**src/inc/lqa_pkg.sv**
```systemverilog
package lqa_pkg;

  // ****************************************
  // Bus and map
  // ****************************************
  localparam int APB_ADDR_W = 10;
  localparam int LQ_DATA_IDX = 32'h1E;
  localparam int POWER_CTRL_IDX = 32'h0;
  localparam int IDX_TO_BYTE = 4;

  // ****************************************
  // Field layout of the data/access word
  // ****************************************
  localparam int LIVE_BIT = 13;
  localparam int COMMIT_BIT = 12;
  localparam int SEL_HI = 11;
  localparam int SEL_LO = 9;
  localparam int HL_BIT = 8;
  localparam int BYTE_HI = 7;
  localparam int PWR_BIT = 0;
  localparam int LANE_LOW = 0;
  localparam int LANE_CTRL = 1;

  // ****************************************
  // Reset values and sizes
  // ****************************************
  localparam logic [7:0] LIMIT_BYTE_RESET = 8'h80;
  localparam logic [7:0] LIMIT_SLOT_RESET = 8'h00;
  localparam int NUM_METRICS = 6;
  localparam int NUM_SLOTS = 2 * NUM_METRICS;
  localparam int SLOT_IDX_W = 4;
  localparam int LIVE_W = 16;

  // Metric codes of the select field
  typedef enum logic [2:0] {
    LQA_EQ_COEFF_ONE = 3'h0,
    LQA_DIGITAL_GAIN = 3'h1,
    LQA_BASELINE_WANDER = 3'h2,
    LQA_FREQ_OFFSET = 3'h3,
    LQA_FREQ_CONTROL = 3'h4,
    LQA_VARIANCE = 3'h5
  } lqa_metric_t;

  // Bus phase, one-hot
  typedef enum logic [1:0] {
    LQA_IDLE = 2'h1,
    LQA_ACCESS = 2'h2
  } lqa_phase_t;

endpackage

```
**src/design/lqa_limit_store.sv**
```systemverilog
`timescale 1ns/1ps
`default_nettype none
module lqa_limit_store #(
  parameter int SLOTS = lqa_pkg::NUM_SLOTS,
  parameter int IDX_W = lqa_pkg::SLOT_IDX_W,
  parameter logic [7:0] SLOT_RESET = lqa_pkg::LIMIT_SLOT_RESET
) (
  input wire logic clock,
  input wire logic rst_n,
  input wire logic commit,
  input wire logic [IDX_W-1:0] slot_idx,
  input wire logic [7:0] store_data,
  output logic [SLOTS*8-1:0] limit_bytes
);
  import lqa_pkg::*;

  typedef struct packed {
    logic [SLOTS-1:0][7:0] slot;
  } lqa_store_state_t;

  lqa_store_state_t st;
  lqa_store_state_t next_st;
  logic [SLOTS-1:0][7:0] entry_next;

  // ****************************************
  // Per-entry write decode
  // ****************************************
  for (genvar gi = 0; gi < SLOTS; gi++) begin : g_entry
    // Only the addressed entry loads; the rest hold
    assign entry_next[gi] = (commit && slot_idx == IDX_W'(gi)) ? store_data : st.slot[gi];
  end

  // Next state copy
  always_comb begin
    next_st = st;
    next_st.slot = entry_next;
  end

  // State register
  always_ff @(posedge clock or negedge rst_n) begin
    if (!rst_n) begin
      st <= '{slot: {SLOTS{SLOT_RESET}}};
    end else begin
      st <= next_st;
    end
  end

  assign limit_bytes = st.slot;
endmodule
`default_nettype wire

```
**src/design/lqa_top.sv**
```systemverilog
`timescale 1ns/1ps
`default_nettype none
module lqa_top #(
  parameter int ADDR_W = lqa_pkg::APB_ADDR_W,
  parameter int METRICS = lqa_pkg::NUM_METRICS,
  parameter int LIVE_W = lqa_pkg::LIVE_W
) (
  input wire logic clock,
  input wire logic rst_n,
  input wire logic psel,
  input wire logic penable,
  input wire logic pwrite,
  input wire logic [ADDR_W-1:0] paddr,
  input wire logic [31:0] pwdata,
  input wire logic [3:0] pstrb,
  output logic [31:0] prdata,
  output logic pready,
  output logic pslverr,
  input wire logic [METRICS*LIVE_W-1:0] live_params,
  output logic [2*METRICS*8-1:0] limit_table,
  output logic power_down
);
  import lqa_pkg::*;

  // ****************************************
  // Addresses
  // ****************************************
  localparam logic [ADDR_W-1:0] DATA_ADDR = ADDR_W'(LQ_DATA_IDX * IDX_TO_BYTE);
  localparam logic [ADDR_W-1:0] PWR_ADDR = ADDR_W'(POWER_CTRL_IDX * IDX_TO_BYTE);
  localparam int SLOTS = 2 * METRICS;

  // ****************************************
  // State
  // ****************************************
  typedef struct packed {
    lqa_phase_t phase;
    logic pready;
    logic pslverr;
    logic [31:0] prdata;
    logic live_sample;
    logic [2:0] metric_select;
    logic limit_high_low_select;
    logic [7:0] limit_byte;
    logic [7:0] sample_byte;
    logic power_down;
  } lqa_top_state_t;

  lqa_top_state_t st;
  lqa_top_state_t next_st;

  logic setup_cyc;
  logic done_cyc;
  logic wr_done;
  logic hit_data;
  logic hit_pwr;
  logic ctrl_lane;
  logic new_live;
  logic new_commit;
  logic [2:0] new_metric;
  logic new_hl;
  logic [7:0] new_byte;
  logic commit_go;
  logic sample_go;
  logic [SLOT_IDX_W-1:0] commit_slot;
  logic [SLOT_IDX_W-1:0] read_slot;
  logic [7:0] read_limit;
  logic [7:0] live_byte;
  logic [31:0] read_word;

  // ****************************************
  // Helpers
  // ****************************************
  // Slot index is the select pair; codes 110 and 111 map to nothing
  function automatic logic metric_ok(input logic [2:0] m);
    metric_ok = (32'(m) < METRICS);
  endfunction

  function automatic logic [SLOT_IDX_W-1:0] slot_of(input logic [2:0] m, input logic hl);
    slot_of = {m, hl};
  endfunction

  // ****************************************
  // Bus decode
  // ****************************************
  assign setup_cyc = psel & ~penable;
  assign done_cyc = psel & penable & st.pready;
  assign wr_done = done_cyc & pwrite;
  assign hit_data = (paddr == DATA_ADDR);
  assign hit_pwr = (paddr == PWR_ADDR);
  assign ctrl_lane = pstrb[LANE_CTRL];

  // Merge by byte lane; an unstrobed lane keeps what is stored
  assign new_live = ctrl_lane ? pwdata[LIVE_BIT] : st.live_sample;
  assign new_commit = ctrl_lane & pwdata[COMMIT_BIT];
  assign new_metric = ctrl_lane ? pwdata[SEL_HI:SEL_LO] : st.metric_select;
  assign new_hl = ctrl_lane ? pwdata[HL_BIT] : st.limit_high_low_select;
  assign new_byte = pstrb[LANE_LOW] ? pwdata[BYTE_HI:0] : st.limit_byte;

  // Store uses this same write's fields, and only with sampling off
  assign commit_go = wr_done & hit_data & new_commit & ~new_live
                     & ~st.power_down & metric_ok(new_metric);
  assign commit_slot = slot_of(new_metric, new_hl);
  assign sample_go = wr_done & hit_data & ctrl_lane & pwdata[LIVE_BIT];

  // ****************************************
  // Live value pick
  // ****************************************
  // Variance is wider than a byte; the high/low bit picks its half
  always_comb begin
    live_byte = '0;
    if (metric_ok(new_metric)) begin
      if (new_metric == LQA_VARIANCE && new_hl) begin
        live_byte = live_params[32'(new_metric) * LIVE_W + 8 +: 8];
      end else begin
        live_byte = live_params[32'(new_metric) * LIVE_W +: 8];
      end
    end
  end

  // Selected limit for readback
  assign read_slot = slot_of(st.metric_select, st.limit_high_low_select);
  always_comb begin
    read_limit = '0;
    if (metric_ok(st.metric_select)) begin
      read_limit = limit_table[32'(read_slot) * 8 +: 8];
    end
  end

  // ****************************************
  // Read mux
  // ****************************************
  // Reserved and strobe bits are not stored, so they read as zero
  always_comb begin
    read_word = '0;
    if (hit_data) begin
      read_word[LIVE_BIT] = st.live_sample;
      read_word[COMMIT_BIT] = 1'b0;
      read_word[SEL_HI:SEL_LO] = st.metric_select;
      read_word[HL_BIT] = st.limit_high_low_select;
      read_word[BYTE_HI:0] = st.live_sample ? st.sample_byte : read_limit;
    end else if (hit_pwr) begin
      read_word[PWR_BIT] = st.power_down;
    end
  end

  // ****************************************
  // Next state
  // ****************************************
  always_comb begin
    next_st = st;
    case (st.phase)
      LQA_IDLE: begin
        next_st.pready = 1'b0;
        next_st.pslverr = 1'b0;
        if (setup_cyc) begin
          // Answer in the first access cycle, data latched at setup
          next_st.phase = LQA_ACCESS;
          next_st.pready = 1'b1;
          next_st.pslverr = ~(hit_data | hit_pwr);
          next_st.prdata = pwrite ? '0 : read_word;
        end
      end
      LQA_ACCESS: begin
        if (done_cyc || !psel) begin
          next_st.phase = LQA_IDLE;
          next_st.pready = 1'b0;
          next_st.pslverr = 1'b0;
          next_st.prdata = '0;
        end
        if (wr_done && hit_data) begin
          // Bits 15:14 are simply not stored
          next_st.live_sample = new_live;
          next_st.metric_select = new_metric;
          next_st.limit_high_low_select = new_hl;
          next_st.limit_byte = new_byte;
        end
        if (sample_go) begin
          next_st.sample_byte = live_byte;
        end
        if (wr_done && hit_pwr && pstrb[LANE_LOW]) begin
          next_st.power_down = pwdata[PWR_BIT];
        end
      end
      default: begin
        next_st.phase = LQA_IDLE;
        next_st.pready = 1'b0;
        next_st.pslverr = 1'b0;
      end
    endcase
  end

  // ****************************************
  // State register
  // ****************************************
  always_ff @(posedge clock or negedge rst_n) begin
    if (!rst_n) begin
      st <= '{
        phase: LQA_IDLE,
        pready: 1'b0,
        pslverr: 1'b0,
        prdata: '0,
        live_sample: 1'b0,
        metric_select: 3'h0,
        limit_high_low_select: 1'b0,
        limit_byte: LIMIT_BYTE_RESET,
        sample_byte: 8'h00,
        power_down: 1'b0
      };
    end else begin
      st <= next_st;
    end
  end

  // ****************************************
  // Limit storage
  // ****************************************
  lqa_limit_store #(
    .SLOTS(SLOTS),
    .IDX_W(SLOT_IDX_W),
    .SLOT_RESET(LIMIT_SLOT_RESET)
  ) u_store (
    .clock(clock),
    .rst_n(rst_n),
    .commit(commit_go),
    .slot_idx(commit_slot),
    .store_data(new_byte),
    .limit_bytes(limit_table)
  );

  // Outputs straight from flops
  assign prdata = st.prdata;
  assign pready = st.pready;
  assign pslverr = st.pslverr;
  assign power_down = st.power_down;
endmodule
`default_nettype wire

```
**config.mk**
```make
export PLATFORM = sky130hd
export DESIGN_NAME = lqa_top
export DESIGN_NICKNAME = d
export VERILOG_FILES = /design/src/inc/lqa_pkg.sv /design/src/design/lqa_limit_store.sv /design/src/design/lqa_top.sv
export SDC_FILE = /design/constraint.sdc
export NUM_CORES = 1
export LEC_CHECK = 0
export BUFFER_PORTS_ARGS = -buffer_cell sky130_fd_sc_hd__buf_2
export CAP_MARGIN = 10
export CORE_MARGIN = 8
export CORE_UTILIZATION = 41
export DETAILED_ROUTE_END_ITERATION = 8
export GPL_ROUTABILITY_DRIVEN = 1
export GPL_TIMING_DRIVEN = 0
export PLACE_DENSITY_LB_ADDON = 0.3
export SETUP_SLACK_MARGIN = 0.15
export SLEW_MARGIN = 10
export SYNTH_ARGS = -nofsm -noshare
export SYNTH_HDL_FRONTEND = slang
export SYNTH_HIERARCHICAL = 1
export SYNTH_SLANG_ARGS = --single-unit
```
**constraint.sdc**
```tcl
create_clock -name clock -period 5.1 [get_ports clock]
set_clock_uncertainty 0.1 [all_clocks]
set_input_delay 0.255 -clock clock [delete_from_list [all_inputs] [get_ports clock]]
set_output_delay 0.255 -clock clock [all_outputs]
set_load 0.03 [all_outputs]
```
==> results of run 1 <==
-- power breakdown --
group	internal, W	switching (W)
combinational	0.0000786	0.000125
clock	0.000793	0.000447
sequential	0.00107	0.00000175
-- area by class of cell --
class	count	area share, %
Multi-Input combinational cell	398	38.5
Sequential cell	135	35.6
Timing Repair Buffer	209	11.5
Clock buffer	24	4.97
Buffer	73	4.92
Tap cell	229	3.02
Clock inverter	7	1.26
Inverter	7	0.277
-- through the flow --
stage / total power, W / utilization, % / cell area [µm²] / hold WS (ns) / cells
CTS: 0.00254 / 53.0 / 9500 / 0.0215 / 1082
detailed placement: 0.00130 / 49.6 / 8870 / 0.198 / 1048
floorplan: 0.00120 / - / 7530 / -0.141 / 613
finish: 0.00252 / 53.0 / 9500 / 0.0386 / 1082
global placement: 0.00129 / 49.4 / 8840 / 0.361 / 1047
global route: 0.00261 / 53.0 / 9500 / 0.0275 / 1082
-- final timing paths --
check | from | endpoint | slack [ns]
hold reg to reg | prdata[4]$_DFFE_PN0P_ | prdata[4]$_DFFE_PN0P_ | 0.38
max in group asynchronous | rst_n | u_store/limit_bytes[1]$_DFFE_PN0P_ | 3.81
setup / recovery | read_slot[2]$_DFFE_PN0P_ | u_store/limit_bytes[40]$_DFFE_PN0P_ | 2.14
hold / removal | psel | pready$_DFFE_PN0P_ | 0.04
setup reg to reg | read_slot[2]$_DFFE_PN0P_ | u_store/limit_bytes[40]$_DFFE_PN0P_ | 2.14
min in group asynchronous | rst_n | prdata[5]$_DFFE_PN0P_ | 0.33
-- logic make-up after synthesis --
family	after synthesis	share of synthesized area, %
buf+inv	80	6.61
other cells	1	0.0503
flops	135	45.3
mux	164	29.1
simple gates	113	9.11
compound gates	102	9.80
-- registers in the layout, summed over array words and instances (netlist names) --
| name | cells |
|---|---|
| pready | 1 |
| power_down | 1 |
| read_slot | 4 |
| u_store/limit_bytes | 96 |
| pslverr | 1 |
| prdata | 13 |
| st | 19 |
-- metal layers --
| layer | vias up | GRT usage (%) |
|---|---|---|
| li1 | 2661 | - |
| met1 | 2905 | 27.1 |
| met2 | 232 | 34.7 |
| met3 | 25 | 5.83 |
| met4 | 0 | 5.10 |
| met5 | - | 0 |
-- timing repair --
item,in CTS,in global routing
gates resized for setup,0,0
endpoints found under the setup margin,0,0
hold buffers,3,0
hold endpoints to repair,67,0
-- cell usage in the layout (no fill, tap or decap), types with 3 or more instances in the layout --
cell type,n
sky130_fd_sc_hd__nor3_1,14
sky130_fd_sc_hd__buf_4,38
sky130_fd_sc_hd__buf_2,214
sky130_fd_sc_hd__buf_1,5
sky130_fd_sc_hd__mux2i_1,15
sky130_fd_sc_hd__mux2_4,16
sky130_fd_sc_hd__a211oi_1,3
sky130_fd_sc_hd__clkbuf_1,20
sky130_fd_sc_hd__a22o_1,5
sky130_fd_sc_hd__o21ai_0,34
sky130_fd_sc_hd__conb_1,19
sky130_fd_sc_hd__o22ai_1,9
sky130_fd_sc_hd__nor2b_1,3
sky130_fd_sc_hd__clkbuf_16,17
sky130_fd_sc_hd__o31ai_2,7
sky130_fd_sc_hd__nor2_1,24
sky130_fd_sc_hd__nor2_2,6
sky130_fd_sc_hd__mux2_2,107
sky130_fd_sc_hd__nand2b_1,3
sky130_fd_sc_hd__a21oi_1,7
sky130_fd_sc_hd__o31ai_1,7
sky130_fd_sc_hd__nand2_1,26
sky130_fd_sc_hd__o211ai_1,8
sky130_fd_sc_hd__mux4_2,24
sky130_fd_sc_hd__o211a_1,10
sky130_fd_sc_hd__nand3b_1,5
sky130_fd_sc_hd__o32ai_1,5
sky130_fd_sc_hd__bufinv_16,3
sky130_fd_sc_hd__inv_1,6
sky130_fd_sc_hd__buf_6,6
sky130_fd_sc_hd__dfrtp_1,133
sky130_fd_sc_hd__or3_1,6
sky130_fd_sc_hd__dlygate4sd3_1,3
==> report_table.html, run 1 <==
<table>
<tr><th>Metric</th><th>Value</th></tr>
<tr><th colspan="2">Clocking</th></tr>
<tr><td>Maximum root-to-sink buffer count</td><td>2</td></tr>
<tr><td>Clk slew on worst S/H paths</td><td>0.06 ns</td></tr>
<tr><td>Clock Root Buffer</td><td>sky130_fd_sc_hd__clkbuf_16</td></tr>
<tr><td>Worst-skew pair later-pin latency</td><td>0.41 ns</td></tr>
<tr><td>TritonCTS clock tree</td><td>done</td></tr>
<tr><td>H-tree Lvls</td><td>4</td></tr>
<tr><td>Setup bufs post-CTS</td><td>0</td></tr>
<tr><td>Number of buffers added by the clock tree synthesis step</td><td>17</td></tr>
<tr><td>Clock sink total</td><td>135</td></tr>
<tr><th colspan="2">Worst setup path</th></tr>
<tr><td>Count of buffering cells on the critical path with inverters included</td><td>3</td></tr>
<tr><td>Highest net fanout along the worst path</td><td>10</td></tr>
<tr><td>Worst path cell trace</td><td>buf_2 -&gt; buf_1 -&gt; mux2i_1 -&gt; inv_1 -&gt; nand3b_4 -&gt; nor2_2 -&gt; mux2_2</td></tr>
<tr><td>Worst Setup Path Type</td><td>flip-flop to flip-flop</td></tr>
<tr><td>Path depth of the worst reg2reg path</td><td>7</td></tr>
<tr><td>Startpoint kind of the worst setup timing path</td><td>flip-flop</td></tr>
<tr><td>Critical path required time</td><td>5.29 ns</td></tr>
<tr><td>Arrival time at the worst endpoint</td><td>3.15 ns</td></tr>
<tr><td>Total number of cells along the worst setup path</td><td>7</td></tr>
<tr><td>Delay contributed by the slowest stage of the critical path</td><td>0.55 ns</td></tr>
<tr><td>Worst-path cell with the longest stage delay</td><td>sky130_fd_sc_hd__nor2_2</td></tr>
<tr><td>Type of element capturing the critical path</td><td>flip-flop</td></tr>
<tr><td>Cell class contributing the biggest share of worst-path delay</td><td>buffers and inverters</td></tr>
<tr><th colspan="2">Layout</th></tr>
<tr><td>Fill count</td><td>1616</td></tr>
<tr><td>Proportion of layout cells with a drive suffix above 1</td><td>54.4%</td></tr>
<tr><td>Footprint of the multi-input gates</td><td>3650 µm²</td></tr>
<tr><td>Ant diodes</td><td>0</td></tr>
<tr><td>P&amp;R area growth vs syn</td><td>27.3%</td></tr>
<tr><td>Flip-flop and latch area</td><td>3380 µm²</td></tr>
<tr><td>Net count reported at finish</td><td>988</td></tr>
<tr><th colspan="2">Power</th></tr>
<tr><td>Power Dens Cells</td><td>265 nW/µm²</td></tr>
<tr><td>Maximum vdd drop</td><td>235 µV</td></tr>
<tr><td>Static leakage power</td><td>5.02 nW</td></tr>
<tr><th colspan="2">GRT</th></tr>
<tr><td>Largest net degree at the start of global routing</td><td>69</td></tr>
<tr><td>Via count of the first global-routing pass</td><td>6180</td></tr>
<tr><td>Global-route wire length before repair</td><td>36100 µm</td></tr>
<tr><td>Global route total overflow</td><td>0</td></tr>
<tr><td>Number of antenna violations at the first check in global routing</td><td>0</td></tr>
<tr><td>Total routing usage reported by global routing</td><td>21.1%</td></tr>
<tr><th colspan="2">Logic synthesis</th></tr>
<tr><td>Most used standard cell by instance count after synthesis</td><td>sky130_fd_sc_hd__dfrtp_1</td></tr>
<tr><td>Area share of the largest cell type after synthesis</td><td>44.6%</td></tr>
<tr><td>Post-synth top area cell</td><td>sky130_fd_sc_hd__dfrtp_1</td></tr>
<tr><td>Ys flop type</td><td>sky130_fd_sc_hd__dfrtp_1</td></tr>
<tr><td>Netlist Area Pre-Place</td><td>7460 µm²</td></tr>
<tr><td>Register area share after synthesis</td><td>45.3%</td></tr>
<tr><td>Leading cell types by total area after synthesis</td><td>sky130_fd_sc_hd__dfrtp_1, sky130_fd_sc_hd__mux2_2, sky130_fd_sc_hd__mux4_2</td></tr>
<tr><td>FFs w/ async S/R, synth</td><td>100%</td></tr>
<tr><td>Number of synthesized flops with an enable pin</td><td>0</td></tr>
<tr><td>Leading post-synthesis cells by instance count</td><td>sky130_fd_sc_hd__dfrtp_1, sky130_fd_sc_hd__mux2_2, sky130_fd_sc_hd__buf_4, sky130_fd_sc_hd__o21ai_0, sky130_fd_sc_hd__nand2_1</td></tr>
<tr><td>Mapped Cells</td><td>595</td></tr>
<tr><td>Mean area per synthesized cell</td><td>12.5 µm²</td></tr>
<tr><td>Number of flip-flops and latches in the synthesized netlist</td><td>135</td></tr>
<tr><td>Netlist cell types</td><td>59</td></tr>
<tr><td>Count of synthesis-stage warnings from yosys</td><td>6</td></tr>
<tr><th colspan="2">Floorplanning</th></tr>
<tr><td>Core Box Area</td><td>17900 µm²</td></tr>
<tr><td>Site Rows</td><td>49</td></tr>
<tr><td>Total I/O pin count</td><td>278</td></tr>
<tr><td>Chip Width</td><td>151 µm</td></tr>
<tr><td>Overall die area</td><td>22800 µm²</td></tr>
<tr><td>Initial cell density of the core</td><td>41.7%</td></tr>
<tr><td>Vertical die dimension</td><td>151 µm</td></tr>
<tr><th colspan="2">STA</th></tr>
<tr><td>Unrepaired setup endpoints after global routing</td><td>false</td></tr>
<tr><td>Count of final max-slew check failures</td><td>0</td></tr>
<tr><td>Ratio of final minimum period to clock period</td><td>58.0%</td></tr>
<tr><td>Post-route worst setup slack</td><td>2.14 ns</td></tr>
<tr><td>Worst slew slack as a fraction of its limit</td><td>49.0%</td></tr>
<tr><td>Final count of hold timing violations</td><td>0</td></tr>
<tr><td>Setup tns final</td><td>0 ns</td></tr>
<tr><td>Transition time at the pin with the least slew margin</td><td>0.765 ns</td></tr>
<tr><td>Clock period minus final worst setup slack</td><td>2.96 ns</td></tr>
<tr><td>Maximum clock rate</td><td>0.338 GHz</td></tr>
<tr><td>Setup-failing EPs final</td><td>0</td></tr>
<tr><th colspan="2">Routing</th></tr>
<tr><td>Count of vias placed by the detailed router</td><td>5823</td></tr>
<tr><td>Routed length on met2</td><td>11300 µm</td></tr>
<tr><td>Uppermost layer routed</td><td>met4</td></tr>
<tr><td>Met1 routed wirelength after detailed routing</td><td>10300 µm</td></tr>
<tr><td>Routed Antenna Nets</td><td>0</td></tr>
<tr><td>Wire length per cell after detailed routing</td><td>22.2 µm</td></tr>
<tr><td>Routed wl met3</td><td>2140 µm</td></tr>
<tr><td>Final wirelength</td><td>24000 µm</td></tr>
<tr><td>Router iterations before antenna repair</td><td>4</td></tr>
<tr><td>Iteration-0 DRC Markers</td><td>229</td></tr>
<tr><td>Vias per cell</td><td>5.38</td></tr>
<tr><td>Post-route DRC violation count</td><td>0</td></tr>
<tr><th colspan="2">Run status</th></tr>
<tr><td>Outcome</td><td>finished, final reports clean</td></tr>
<tr><th colspan="2">Placement</th></tr>
<tr><td>Number of I/O port buffers</td><td>205</td></tr>
<tr><td>Last weighted congestion value of the routability-driven placer</td><td>0.843</td></tr>
<tr><td>HPWL Detailed</td><td>18200 µm</td></tr>
<tr><td>Post-Place Setup Slack</td><td>2.15 ns</td></tr>
<tr><th colspan="2">Worst hold path</th></tr>
<tr><td>Hold/Removal Path Class</td><td>input port to flip-flop</td></tr>
<tr><td>Cells on Worst Hold Path</td><td>2</td></tr>
<tr><th colspan="2">Flow run</th></tr>
<tr><td>Max-cap violations</td><td>0</td></tr>
</table>
Note: power is estimated with default switching activity, not from simulation.
==> run 2, diff against run 1 <==
clock period = 2.9 ns   (was 5.1 ns; I/O delays follow)
==> run 2 against run 1 <==
Non-clock buffer count is 3 higher. Combinational power is 79% higher. Clock power is 76% higher. Register-to-register slack worse by 1.9 ns. Largest power group unchanged.
==> report_table.html, run 2 (synthesis results as in run 1) <==
<table>
<tr><th>Metric</th><th>Value</th></tr>
<tr><th colspan="2">Layout</th></tr>
<tr><td>Proportion of layout cells with a drive suffix above 1</td><td>54.4% (about the same)</td></tr>
<tr><td>Footprint of the multi-input gates</td><td>3690 µm² (+0.89%)</td></tr>
<tr><td>P&amp;R area growth vs syn</td><td>28.1%</td></tr>
<tr><td>Fill count</td><td>1606 (-0.62%)</td></tr>
<tr><td>Net count reported at finish</td><td>991 (+0.30%)</td></tr>
<tr><td>Ant diodes</td><td>0 (unchanged)</td></tr>
<tr><td>Finished Cell Area</td><td>9560 µm² (+0.67%)</td></tr>
<tr><td>Most common library cell in the layout ignoring fill and taps</td><td>sky130_fd_sc_hd__buf_2</td></tr>
<tr><td>Number of flip-flops in the largest register</td><td>96 (unchanged)</td></tr>
<tr><td>Flip-flop and latch area</td><td>3380 µm² (unchanged)</td></tr>
<tr><td>Commonest non-fill, non-tap cells in the layout</td><td>sky130_fd_sc_hd__buf_2, sky130_fd_sc_hd__dfrtp_1, sky130_fd_sc_hd__mux2_2</td></tr>
<tr><td>Final design utilization</td><td>53.4% (+0.36 points)</td></tr>
<tr><th colspan="2">Routing</th></tr>
<tr><td>Wire length per cell after detailed routing</td><td>22.2 µm (about the same)</td></tr>
<tr><td>Count of vias placed by the detailed router</td><td>5821 (-0.034%)</td></tr>
<tr><td>Post-route DRC violation count</td><td>0 (unchanged)</td></tr>
<tr><td>Final wirelength</td><td>24100 µm (+0.32%)</td></tr>
<tr><td>Routed Antenna Nets</td><td>0 (unchanged)</td></tr>
<tr><td>Router iterations before antenna repair</td><td>5 (+1)</td></tr>
<tr><td>Vias per cell</td><td>5.36 (-0.31%)</td></tr>
<tr><td>Iteration-0 DRC Markers</td><td>245 (+7.0%)</td></tr>
<tr><th colspan="2">Worst setup path</th></tr>
<tr><td>Type of element capturing the critical path</td><td>flip-flop</td></tr>
<tr><td>Path depth of the worst reg2reg path</td><td>8 (+1)</td></tr>
<tr><td>Endpoint of the lowest-slack register-to-register path</td><td>u_store/limit_bytes[40]$_DFFE_PN0P_</td></tr>
<tr><td>Critical path required time</td><td>3.09 ns (-2.20 ns)</td></tr>
<tr><td>Reg-to-reg critical path startpoint</td><td>read_slot[1]$_DFFE_PN0P_</td></tr>
<tr><td>Startpoint kind of the worst setup timing path</td><td>flip-flop</td></tr>
<tr><td>Worst Setup Path Type</td><td>flip-flop to flip-flop</td></tr>
<tr><td>Highest net fanout along the worst path</td><td>10 (unchanged)</td></tr>
<tr><td>Arrival time at the worst endpoint</td><td>2.83 ns (-0.32 ns)</td></tr>
<tr><td>Setup slack of the worst register-to-register path</td><td>0.26 ns (-1.89 ns)</td></tr>
<tr><th colspan="2">STA</th></tr>
<tr><td>Transition time at the pin with the least slew margin</td><td>0.752 ns (-0.0128 ns)</td></tr>
<tr><td>Maximum clock rate</td><td>0.378 GHz (+12%)</td></tr>
<tr><td>Count of final max-slew check failures</td><td>0 (unchanged)</td></tr>
<tr><td>Ratio of final minimum period to clock period</td><td>91.2% (+33 points)</td></tr>
<tr><td>Unrepaired setup endpoints after global routing</td><td>false</td></tr>
<tr><td>Post-route worst setup slack</td><td>0.255 ns (-1.89 ns)</td></tr>
<tr><td>Clock period minus final worst setup slack</td><td>2.64 ns (-0.314 ns)</td></tr>
<tr><td>Final count of hold timing violations</td><td>0 (unchanged)</td></tr>
<tr><td>Setup-failing EPs final</td><td>0 (unchanged)</td></tr>
<tr><td>Setup tns final</td><td>0 ns (unchanged)</td></tr>
<tr><td>Worst slew slack as a fraction of its limit</td><td>49.6% (+0.58 points)</td></tr>
<tr><th colspan="2">Floorplanning</th></tr>
<tr><td>Total I/O pin count</td><td>278 (unchanged)</td></tr>
<tr><td>Initial cell density of the core</td><td>41.7% (unchanged)</td></tr>
<tr><td>Overall die area</td><td>22800 µm² (unchanged)</td></tr>
<tr><td>Core Box Area</td><td>17900 µm² (unchanged)</td></tr>
<tr><td>Site Rows</td><td>49 (unchanged)</td></tr>
<tr><td>Chip Width</td><td>151 µm (unchanged)</td></tr>
<tr><td>Vertical die dimension</td><td>151 µm (unchanged)</td></tr>
<tr><th colspan="2">Flow run</th></tr>
<tr><td>Max-cap violations</td><td>0 (unchanged)</td></tr>
<tr><th colspan="2">Worst hold path</th></tr>
<tr><td>Cells on Worst Hold Path</td><td>3 (+1)</td></tr>
<tr><td>Beginning of the worst hold path</td><td>live_params[68]</td></tr>
<tr><td>Hold/Removal Path Class</td><td>input port to flip-flop</td></tr>
<tr><td>Hold Path Sink</td><td>st[5]$_DFFE_PN0P_</td></tr>
<tr><th colspan="2">Run status</th></tr>
<tr><td>Outcome</td><td>finished, final reports clean</td></tr>
<tr><th colspan="2">Placement</th></tr>
<tr><td>Number of I/O port buffers</td><td>205 (unchanged)</td></tr>
<tr><td>HPWL Detailed</td><td>18200 µm (unchanged)</td></tr>
<tr><td>Total cell area at the placement stage</td><td>8870 µm² (unchanged)</td></tr>
<tr><td>Post-Place Setup Slack</td><td>-0.0499 ns (-2.20 ns)</td></tr>
<tr><td>Last weighted congestion value of the routability-driven placer</td><td>0.843 (unchanged)</td></tr>
<tr><th colspan="2">Clocking</th></tr>
<tr><td>H-tree Lvls</td><td>4 (unchanged)</td></tr>
<tr><td>TritonCTS clock tree</td><td>done</td></tr>
<tr><td>Worst-skew pair later-pin latency</td><td>0.42 ns (about the same)</td></tr>
<tr><td>Number of buffers added by the clock tree synthesis step</td><td>17 (unchanged)</td></tr>
<tr><td>Setup bufs post-CTS</td><td>0 (unchanged)</td></tr>
<tr><td>Maximum root-to-sink buffer count</td><td>2 (unchanged)</td></tr>
<tr><td>Clock sink total</td><td>135 (unchanged)</td></tr>
<tr><td>Clk slew on worst S/H paths</td><td>0.06 ns (about the same)</td></tr>
<tr><td>Clock Root Buffer</td><td>sky130_fd_sc_hd__clkbuf_16</td></tr>
<tr><th colspan="2">Power</th></tr>
<tr><td>Maximum vdd drop</td><td>416 µV (+77%)</td></tr>
<tr><td>Static leakage power</td><td>5.04 nW (+0.38%)</td></tr>
<tr><td>Power Dens Cells</td><td>464 nW/µm² (+75%)</td></tr>
<tr><th colspan="2">GRT</th></tr>
<tr><td>Total routing usage reported by global routing</td><td>21.2% (+0.083 points)</td></tr>
<tr><td>Via count of the first global-routing pass</td><td>6189 (+0.15%)</td></tr>
<tr><td>Global route total overflow</td><td>0 (unchanged)</td></tr>
<tr><td>Largest net degree at the start of global routing</td><td>69 (unchanged)</td></tr>
<tr><td>Number of antenna violations at the first check in global routing</td><td>0 (unchanged)</td></tr>
<tr><td>Global-route wire length before repair</td><td>36300 µm (+0.44%)</td></tr>
</table>
[run 2: critical path, stage by stage (launching register included)]
cell	delay (ns)
sky130_fd_sc_hd__dfrtp_1	0.35
sky130_fd_sc_hd__buf_2	0.20
sky130_fd_sc_hd__mux2i_4	0.32
sky130_fd_sc_hd__buf_4	0.27
sky130_fd_sc_hd__inv_1	0.10
sky130_fd_sc_hd__buf_2	0.18
sky130_fd_sc_hd__nand2b_1	0.23
sky130_fd_sc_hd__nor2_4	0.39
sky130_fd_sc_hd__mux2_2	0.39
[run 2: layout make-up]
cell class                      instances  share of cell area, %
Clock buffer                           24                   4.93
Sequential cell                       135                   35.4
Multi-Input combinational cell        398                   38.6
Tap cell                              229                   3.00
Timing Repair Buffer                  212                   11.7
Inverter                                7                  0.275
Buffer                                 73                   4.90
Clock inverter                          7                   1.26
[run 2: worst max path at each step]
stage                        startpoint                             endpoint  slack (ns)
2_1_floorplan  read_slot[2]$_DFFE_PN0P_  u_store/limit_bytes[64]$_DFFE_PN0P_        0.62
3_3_place_gp                      rst_n  u_store/limit_bytes[41]$_DFFE_PN0P_       -0.38
3_5_place_dp   read_slot[2]$_DFFE_PN0P_  u_store/limit_bytes[41]$_DFFE_PN0P_       -0.05
4_1_cts        read_slot[3]$_DFFE_PN0P_  u_store/limit_bytes[63]$_DFFE_PN0P_        0.11
5_1_grt        read_slot[2]$_DFFE_PN0P_  u_store/limit_bytes[58]$_DFFE_PN0P_        0.15
6_report       read_slot[1]$_DFFE_PN0P_  u_store/limit_bytes[40]$_DFFE_PN0P_        0.26
[run 2: per-stage QoR]
| step | hold WS (ns) | total power, W | cells |
|---|---|---|---|
| after global placement | 0.251 | 0.00227 | 1047 |
| final | 0.00508 | 0.00444 | 1085 |
| after CTS | 0.00373 | 0.00447 | 1085 |
| after detailed placement | 0.0884 | 0.00228 | 1048 |
| after floorplan | -0.251 | 0.00212 | 613 |
| after global routing | 0.0232 | 0.00459 | 1085 |
[run 2: timing repair]
action,4_1_cts,5_1_grt
setup endpoints to repair,72,56
hold endpoints to repair,71,0
gates resized for setup,5,2
hold buffers,6,0
[run 2: routing by layer]
metal,up-vias,global-route usage [%],wire [µm]
li1,2671,-,-
met1,2894,27.2,10300
met2,236,34.9,11400
met3,20,5.80,2110
met4,0,5.10,265
met5,-,0,0
[run 2: power breakdown]
part | internal, W | switching, W | leakage (nW) | total, W
clock network | 0.00139 | 0.000786 | 0.284 | 0.00218
logic | 0.000142 | 0.000222 | 2.88 | 0.000364
registers | 0.00189 | 0.00000311 | 1.87 | 0.00189
total | 0.00343 | 0.00101 | 5.04 | 0.00444
